## config.mk

```make
export PLATFORM = sky130hd
export DESIGN_NAME = gp_port
export DESIGN_NICKNAME = d
export VERILOG_FILES = /design/src/gp_pkg.sv /design/src/gp_rst_if.sv /design/src/gp_rst_filter.sv /design/src/gp_port.sv
export SDC_FILE = /design/constraint.sdc
export NUM_CORES = 1
export LEC_CHECK = 0
export BUFFER_PORTS_ARGS = -buffer_cell sky130_fd_sc_hd__buf_4
export CAP_MARGIN = 20
export CORE_MARGIN = 8
export CORE_UTILIZATION = 26
export CTS_CLUSTER_DIAMETER = 60
export DETAILED_ROUTE_END_ITERATION = 8
export PLACE_DENSITY_LB_ADDON = 0.15
export SLEW_MARGIN = 30
export SYNTH_ARGS = -nofsm -noshare
export SYNTH_HDL_FRONTEND = slang
export SYNTH_SLANG_ARGS = --single-unit
```

## constraint.sdc

```tcl
create_clock -name clk -period 2.8 [get_ports clk]
set_input_delay 0.7 -clock clk [delete_from_list [all_inputs] [get_ports clk]]
set_output_delay 0.7 -clock clk [all_outputs]
set_load 0.005 [all_outputs]
```

## src/gp_pkg.sv

```systemverilog
// Shared constants and types for the sixteen-pin general purpose port
package gp_pkg;

    // ------------------------------------------------------------
    // Port geometry
    // ------------------------------------------------------------
    localparam int          NUM_PINS    = 16;
    localparam int          NUM_ANA     = 4;
    localparam int          ADC_BITS    = 12;
    // Bus writes reach only the lower fourteen pins
    localparam logic [15:0] BUS_WR_MASK = 16'h3fff;

    // ------------------------------------------------------------
    // Reset values
    // ------------------------------------------------------------
    localparam logic [15:0] DIR_RST     = 16'h0000;
    localparam logic [15:0] OUT_RST     = 16'h0000;
    localparam logic [3:0]  ANA_RST     = 4'h0;

    // ------------------------------------------------------------
    // Master reset pin timing
    // ------------------------------------------------------------
    localparam int          CLK_NS      = 20;
    localparam int          RST_MIN_NS  = 2000;
    // Longest low time that may be ignored, in whole cycles
    localparam int          RST_LOW_CYC = RST_MIN_NS / CLK_NS;
    localparam int          RST_CNT_W   = 8;

    // ------------------------------------------------------------
    // Per-pin modes
    // ------------------------------------------------------------
    typedef enum logic [1:0] {GP_IN, GP_OUT, GP_ANA} gp_mode_t;

endpackage : gp_pkg

```

## src/gp_rst_if.sv

```systemverilog
// Carrier between the master reset filter and the port core
`timescale 1ns/10ps
interface gp_rst_if;
    logic pin_n;   // Master reset pin level, low asks for reset
    logic req;     // Filtered device reset request, level

    modport filt (input pin_n, output req);
    modport core (output pin_n, input req);
endinterface : gp_rst_if

```

## src/gp_rst_filter.sv

```systemverilog
// Glitch filter on the master reset pin, input only
`timescale 1ns/10ps
module gp_rst_filter
#(
    parameter int LOW_CYC = gp_pkg::RST_LOW_CYC
)
(
    // Clock and reset
    input  wire logic clk,
    input  wire logic reset_n,
    // Link to the port core
    gp_rst_if.filt    rst
);
    import gp_pkg::*;

    // Counter must hold one more than the ignored low time
    if (LOW_CYC < 1 || LOW_CYC + 1 >= (1 << RST_CNT_W))
    begin : g_chk
        $error("gp_rst_filter: LOW_CYC out of range");
    end

    typedef struct packed {
        logic [RST_CNT_W-1:0] cnt;
        logic                 req;
    } gp_filt_t;

    gp_filt_t st_r;
    gp_filt_t st_nxt;

    localparam logic [RST_CNT_W-1:0] LIM = RST_CNT_W'(LOW_CYC);

    // ------------------------------------------------------------
    // Low-time counter
    // ------------------------------------------------------------
    // reset after long low
    always_comb
    begin
        st_nxt = st_r;
        if (rst.pin_n)
        begin
            st_nxt.cnt = '0;
            st_nxt.req = 1'b0;
        end
        else if (st_r.cnt == LIM)
        begin
            st_nxt.req = 1'b1;   // Low for more than the minimum
        end
        else
        begin
            st_nxt.cnt = st_r.cnt + 1'b1;
        end
    end

    always_ff @(posedge clk)
    begin
        if (!reset_n)
            st_r <= '0;
        else
            st_r <= st_nxt;
    end

    assign rst.req = st_r.req;
endmodule : gp_rst_filter

```

## src/gp_port.sv

```systemverilog
// Sixteen-pin general purpose port with per-pin direction and analog mode on the lower four pins
`timescale 1ns/10ps
module gp_port
(
    // Clock and reset
    input  wire logic                     clk,
    input  wire logic                     reset_n,
    // Master reset pin, sampled only
    input  wire logic                     master_rst_n,
    // Pins
    input  wire logic [15:0]              pin_in,
    output logic      [15:0]              pin_out_r,
    output logic      [15:0]              pin_oe_r,
    // Per-pin mode command
    input  wire logic                     dir_wr,
    input  wire logic [3:0]               dir_sel,
    input  wire gp_pkg::gp_mode_t         dir_mode,
    // Single-pin access
    input  wire logic                     pin_wr,
    input  wire logic [3:0]               pin_sel,
    input  wire logic                     pin_val,
    input  wire logic                     pin_rd,
    // Parallel bus access
    input  wire logic                     bus_wr,
    input  wire logic [15:0]              bus_wdata,
    input  wire logic                     bus_rd,
    output logic      [15:0]              rd_data_r,
    output logic                          rd_valid_r,
    // Analog converter results
    input  wire logic                     adc_valid,
    input  wire logic [1:0]               adc_chan,
    input  wire logic [11:0]              adc_data,
    output logic      [3:0]               ana_en_r,
    output logic      [47:0]              ana_res_r,
    output logic      [3:0]               ana_new_r,
    // Device reset in progress
    output logic                          dev_rst_r
);
    import gp_pkg::*;

    typedef struct packed {
        logic [15:0] oe;
        logic [15:0] out;
        logic [3:0]  ana;
        logic [15:0] rdata;
        logic        rvalid;
        logic [47:0] ares;
        logic [3:0]  anew;
        logic        drst;
    } gp_state_t;

    gp_state_t st_r;
    gp_state_t st_nxt;
    logic      rst_all;
    logic [15:0] pin_view;

    // ------------------------------------------------------------
    // Master reset filter
    // ------------------------------------------------------------
    gp_rst_if rst_if ();

    assign rst_if.pin_n = master_rst_n;

    gp_rst_filter u_filt
    (
        .clk     (clk),
        .reset_n (reset_n),
        .rst     (rst_if)
    );

    // Either the system reset or a long pin pulse clears the port
    assign rst_all = !reset_n || rst_if.req;

    // Inputs show the pin, outputs read back the latch, analog pins read zero
    // Built per bit so the analog flag is only indexed where it exists
    for (genvar i = 0; i < NUM_PINS; i++)
    begin : g_view
        if (i < NUM_ANA)
        begin : g_ana
            assign pin_view[i] = st_r.ana[i] ? 1'b0
                               : (st_r.oe[i] ? st_r.out[i] : pin_in[i]);
        end
        else
        begin : g_dig
            assign pin_view[i] = st_r.oe[i] ? st_r.out[i] : pin_in[i];
        end
    end

    // ------------------------------------------------------------
    // Next state
    // ------------------------------------------------------------
    always_comb
    begin
        st_nxt        = st_r;
        st_nxt.rvalid = 1'b0;
        st_nxt.anew   = 4'h0;
        st_nxt.drst   = rst_if.req;
        if (dir_wr)
        begin
            case (dir_mode)
                GP_OUT:
                begin
                    st_nxt.oe[dir_sel] = 1'b1;
                    if (dir_sel < 4'(NUM_ANA))
                        st_nxt.ana[dir_sel[1:0]] = 1'b0;
                end
                GP_ANA:
                begin
                    // analog only on the lowest pins
                    if (dir_sel < 4'(NUM_ANA))
                    begin
                        st_nxt.oe[dir_sel]       = 1'b0;
                        st_nxt.ana[dir_sel[1:0]] = 1'b1;
                    end
                end
                default:
                begin
                    st_nxt.oe[dir_sel] = 1'b0;
                    if (dir_sel < 4'(NUM_ANA))
                        st_nxt.ana[dir_sel[1:0]] = 1'b0;
                end
            endcase
        end
        if (bus_wr)
        begin
            st_nxt.out = (bus_wdata & BUS_WR_MASK) | (st_r.out & ~BUS_WR_MASK);
        end
        // Single-pin write applied last, so it wins over a bus write
        if (pin_wr)
            st_nxt.out[pin_sel] = pin_val;
        if (bus_rd)
        begin
            st_nxt.rdata  = pin_view;
            st_nxt.rvalid = 1'b1;
        end
        else if (pin_rd)
        begin
            st_nxt.rdata  = {15'h0000, pin_view[pin_sel]};
            st_nxt.rvalid = 1'b1;
        end
        // 12-bit result kept per analog pin
        if (adc_valid && st_r.ana[adc_chan])
        begin
            st_nxt.ares[adc_chan*ADC_BITS +: ADC_BITS] = adc_data;
            st_nxt.anew[adc_chan]                      = 1'b1;
        end
    end

    // ------------------------------------------------------------
    // State register
    // ------------------------------------------------------------
    // all inputs after reset
    always_ff @(posedge clk)
    begin
        if (rst_all)
        begin
            st_r      <= '0;
            st_r.oe   <= DIR_RST;
            st_r.out  <= OUT_RST;
            st_r.ana  <= ANA_RST;
            st_r.drst <= rst_if.req;   // Still flag a pin reset while it acts
        end
        else
        begin
            st_r <= st_nxt;
        end
    end

    // Outputs straight from the state flops
    assign pin_out_r  = st_r.out;
    assign pin_oe_r   = st_r.oe;
    assign rd_data_r  = st_r.rdata;
    assign rd_valid_r = st_r.rvalid;
    assign ana_en_r   = st_r.ana;
    assign ana_res_r  = st_r.ares;
    assign ana_new_r  = st_r.anew;
    assign dev_rst_r  = st_r.drst;
endmodule : gp_port

```

==> flow_summary.ini, run 1 <==
[grt]
groute.usage.overall = 0.150
grt_pass1_vias = 5217
grt_pass1_wl_mm = 30.5
grt_max_degree = 49
antenna_found_initial = 0
grt_overflow = 0

[cells_and_area]
layout-drive-gt1-share = 0.293
final_common_cell = buf_4
post-route-cell-area_sq_um = 7660
num_antenna_cells = 0
final.fill_count = 2249
syn_to_final_growth_pct = 38.9
layout_common_cells = buf_4, dfxtp_1, a21oi_1, nor2_1, nand2_1
final_nets = 895

[sta]
tightest_slew_ns = 0.688
hold_viol = 0
setup_tns_ns = 0
holdWs_ns = 0.396
relSlewSlack = 0.536
post-route-period-util = 0.841
fmax_mhz = 425
rsz0062_at_grt = no
finalCriticalPeriod_ns = 2.35
setup_viol = 0
fin_worst_skew_ns = 0.0126
finalMaxSlewViolations = 0

[synth]
synth_cell_type_count = 50
yosysSeqAreaShare = 0.417
netlist_instances = 660
ys_warn_count = 0
synth-async-reset-ratio = 0
synth_compound_area_frac = 0.146
synth_area_sq_um = 5520
yosys-mux-area-fraction = 0.0978
ys_seq_elements = 115
syn-num-nets = 736
synth.avg_cell_area_sq_um = 8.36
synthXorXnorAreaFrac = 0.0111
synth_fa_ha_area_frac = 0.0227
yosys.area_share.simple = 0.257
dominantRegCellSynth = dfxtp_1
synth_top_family_by_area = simple AND/OR/NAND/NOR gates
synth_edf_count = 0

[place]
post_dp_cell_area_sq_um = 7060
routabilityCongestion = 0.780
port-buffer-count = 169
hpwl_mm = 15.3

[clock_network]
postCtsSetupBuffers = 0
clk_pin_slew_worst_paths_ns = 0.06
htree_levels = 4
clock_latency_ns = 0.41
cts_hold_buf = 0
cts_resized = 0
cts.sinks = 115
cts-root-buf = clkbuf_16
cts_buffers = 17
cts_tree = done
clk_path_buf_depth = 2

[detailed_routing]
first_pass_iters = 4
vias = 5246
wl_per_cell_microns = 17.9
ant_nets = 0
wl_mm = 19.8
drt_iter0_drc = 359
drc = 0
vias_per_cell = 4.74

[floorplan]
num_rows = 53
core_sq_um = 21000
die_h_microns = 162
pin_count = 172
initial_utilization = 0.263
die_x_microns = 162
dieArea_sq_um = 26100

[worst_setup_path]
critPathArrivalTime_ns = 2.69
worstSetupPathType = input pin to flip-flop
crit_fanout = 9
worstPathCellList = buf_4, inv_1, ha_1, nor2b_1, a22oi_1, o21ai_0, nand3_1, a21oi_1
max_stage_delay_ns = 0.57
cp.required_ns = 3.14
endpoint_kind = flip-flop
startpoint_type = input pin
cp_slowest_cell = o21ai_0

[power_and_ir_drop]
p_seq_frac = 0.390
power_frac_comb = 0.110
p_clk_frac = 0.501
power.switching_uw = 1080
power_density_nw_per_um2 = 567
power.leakage_uw = 0.00322
switching_share = 0.249
total_power_uw = 4340
intPower_uw = 3260
vdd_drop_max_uv = 379

[outcome]
outcome = completed

[min_path]
hold_path.class = flip-flop to flip-flop

[job]
cap_violations = 0
==> worst max-delay path, delay by kind of cell <==
family                   cells  cell delay, ns
adder cells (fa/ha/maj)      1            0.40
AND/OR/NAND/NOR              2            0.51
buffers and inverters        2            0.21
AO/OA/AOI/OAI                3            0.88
==> logic make-up (layout without fill, tap and decap cells) <==
family          Yosys count  count (layout)
compound gates          131             131
xor+xnor                  7               7
fa+ha+maj                10              10
buf+inv                  57             229
flops                   115             115
mux                      51              51
simple gates            289             289
==> synthesized netlist by cell type (8+ instances only) <==
cell / number / area, sq um
a22oi_1: 8 / 60.1
nor3_1: 11 / 55.1
o21ai_0: 14 / 70.1
a21oi_1: 73 / 365
nand3_1: 52 / 260
inv_1: 8 / 30.0
nand2_1: 72 / 270
nor3b_1: 17 / 128
dfxtp_1: 115 / 2300
nor2b_1: 17 / 106
ha_1: 10 / 125
a211oi_1: 8 / 60.1
clkbuf_1: 35 / 131
mux2i_1: 37 / 370
nor2_1: 73 / 274
and3_1: 9 / 56.3
mux2_2: 13 / 146
==> through the flow <==
step | util | setup slack, ns | instances
after global placement | 0.337 | 0.125 | 1075
after CTS | 0.365 | 0.521 | 1107
after global routing | 0.365 | 0.309 | 1107
final | 0.365 | 0.445 | 1107
after floorplan | - | 0.286 | 660
after detailed placement | 0.337 | 0.123 | 1075
==> power groups by stage <==
| stage | logic [uW] | clock network [uW] | registers (uW) |
|---|---|---|---|
| 2_1_floorplan | 244 | 0 | 1720 |
| 3_3_place_gp | 480 | 0 | 1730 |
| 3_5_place_dp | 477 | 0 | 1730 |
| 4_1_cts | 479 | 2240 | 1690 |
| 5_1_grt | 520 | 2310 | 1700 |
| 6_report | 477 | 2170 | 1690 |
==> worst paths after layout <==
check                           slack (ns)  depth (start not counted)           start       endpoint
worst min-delay path                  0.40                          0  u_filt.rst.req      dev_rst_r
worst max-delay path                  0.45                          8     adc_chan[1]  ana_res_r[47]
worst min register to register        0.40                          0  u_filt.rst.req      dev_rst_r
worst max register to register        0.96                          5       flip-flop  ana_res_r[39]
==> area by class of cell <==
cell class              instances  area [sq um]  share of cell area
inverters                       8          30.0             0.00392
repair buffers                189          1430               0.187
clock inverters                12           130              0.0170
flip-flops and latches        115          2300               0.301
well taps                     275           344              0.0449
multi-input cells             488          2950               0.386
clock buffers                  20           467              0.0609
==> routing by layer <==
| layer | share of wire | GRT usage |
|---|---|---|
| met3 | 0.062 | 0.0433 |
| met5 | 0 | 0 |
| met1 | 0.45 | 0.190 |
| met4 | 0.013 | 0.0455 |
| met2 | 0.48 | 0.241 |
(Power assumes the default switching activity.)
==> run 2: changes to the inputs <==
clock period = 2 ns   (was 2.8 ns; I/O delays follow)
==> flow_summary.ini, run 2 (synthesis gave the netlist of run 1 again) <==
[outcome]
outcome = completed

[cells_and_area]
layout_common_cells = buf_4, dfxtp_1, a21oi_1
syn_to_final_growth_pct = 47.2
final_common_cell = buf_4
final_nets = 939
layout-drive-gt1-share = 0.338
final.fill_count = 2228
post-route-cell-area_sq_um = 8120
num_antenna_cells = 0

[clock_network]
clk_path_buf_depth = 2
postCtsSetupBuffers = 0
cts.sinks = 115
htree_levels = 4
cts_resized = 0
cts_tree = done
clk_pin_slew_worst_paths_ns = 0.06
cts-root-buf = clkbuf_16
cts_hold_buf = 0
clock_latency_ns = 0.42
cts_buffers = 17

[power_and_ir_drop]
total_power_uw = 6490
vdd_drop_max_uv = 533
power.leakage_uw = 0.00348
power_density_nw_per_um2 = 800

[floorplan]
die_x_microns = 162
core_sq_um = 21000
pin_count = 172
initial_utilization = 0.263
dieArea_sq_um = 26100
num_rows = 53
die_h_microns = 162

[min_path]
whs_path_depth = 3
hold_path.class = input pin to flip-flop

[worst_setup_path]
startpoint_type = input pin
crit_start = adc_chan[0]
cp.required_ns = 2.35
worstRegToRegCells = 5
r2r-end = ana_res_r[39]
worstPathCellList = buf_4, clkinvlp_4, ha_4, nor2b_1, a22oi_1, o21ai_1, buf_4, nand3_1, a21oi_1
endpoint_kind = flip-flop
worstSetupPathType = input pin to flip-flop
crit_top_cell = buf_4
endpoint = ana_res_r[28]
max_stage_delay_ns = 0.40
cp_slowest_cell = ha_4
critPathArrivalTime_ns = 2.21
rrSetupSlack_ns = 0.33
crit_fanout = 18

[grt]
groute.usage.overall = 0.153
antenna_found_initial = 0
grt_max_degree = 37
grt_overflow = 0
grt_pass1_vias = 5358
grt_pass1_wl_mm = 31.1

[detailed_routing]
vias_per_cell = 4.72
wl_per_cell_microns = 17.7
vias = 5434
ant_nets = 0
drt_iter0_drc = 314
drc = 0
first_pass_iters = 4
wl_mm = 20.4

[sta]
hold_viol = 0
tightest_slew_ns = 0.695
rsz0062_at_grt = no
finalCriticalPeriod_ns = 1.86
finalMaxSlewViolations = 0
fin_worst_skew_ns = 0.0112
fmax_mhz = 536
setup_viol = 0
relSlewSlack = 0.536
post-route-period-util = 0.932

[job]
cap_violations = 0

[place]
routabilityCongestion = 0.818
hpwl_mm = 15.8
post_dp_cell_area_sq_um = 7470
port-buffer-count = 169
-- run 2: changes by cell type in the layout (fill, tap and decap cells not counted), moves of 3 or more --
cell / delta
clkinv_2: -3
buf_4: +41
a221oi_2: +3
a221oi_1: -3
buf_12: +3
-- run 2: worst min path at each step --
stage	slack, ns	startpoint	endpoint
2_1_floorplan	0.36	u_filt.rst.req	dev_rst_r
3_3_place_gp	0.40	u_filt.rst.req	dev_rst_r
3_5_place_dp	0.40	u_filt.rst.req	dev_rst_r
4_1_cts	0.38	adc_data[4]	ana_res_r[4]
5_1_grt	0.38	adc_data[8]	ana_res_r[20]
6_report	0.39	adc_data[4]	ana_res_r[4]
-- run 2: where the power goes --
part	leakage, uW	switching [uW]	internal, uW	total, uW
sequential	0.000933	35.1	2330	2370
clock	0.000305	1220	2140	3360
combinational	0.00224	393	365	758
-- run 2: per-stage QoR --
| step | hold WS, ns | util | instances | worst slack (ns) | TNS [ns] |
|---|---|---|---|---|---|
| 2_1_floorplan | 0.359 | - | 660 | 0.00505 | 0 |
| 3_3_place_gp | 0.396 | 0.357 | 1119 | -0.254 | -2.76 |
| 3_5_place_dp | 0.400 | 0.357 | 1119 | -0.270 | -3.43 |
| 4_1_cts | 0.376 | 0.387 | 1151 | 0.177 | 0 |
| 5_1_grt | 0.383 | 0.387 | 1151 | 0.0106 | 0 |
| 6_report | 0.392 | 0.387 | 1151 | 0.135 | 0 |
-- run 2: cell type report --
| class | count | area, sq um | area share |
|---|---|---|---|
| clock buffer | 18 | 439 | 0.0541 |
| clock inverter | 14 | 203 | 0.0250 |
| inverter | 8 | 33.8 | 0.00416 |
| multi-input combinational | 488 | 3000 | 0.369 |
| sequential | 115 | 2300 | 0.284 |
| tap | 275 | 344 | 0.0424 |
| timing repair buffer | 233 | 1800 | 0.222 |
-- run 2: critical path: cells and delay by family --
family | cells | cell delay (ns)
AND/OR/NAND/NOR | 2 | 0.37
adder cells (fa/ha/maj) | 1 | 0.40
AO/OA/AOI/OAI | 3 | 0.56
buffers and inverters | 3 | 0.37
-- run 2: metal layers --
metal / global-route usage / part of all wire
met5: 0 / 0
met4: 0.0396 / 0.0076
met3: 0.0445 / 0.058
met2: 0.250 / 0.48
met1: 0.192 / 0.46
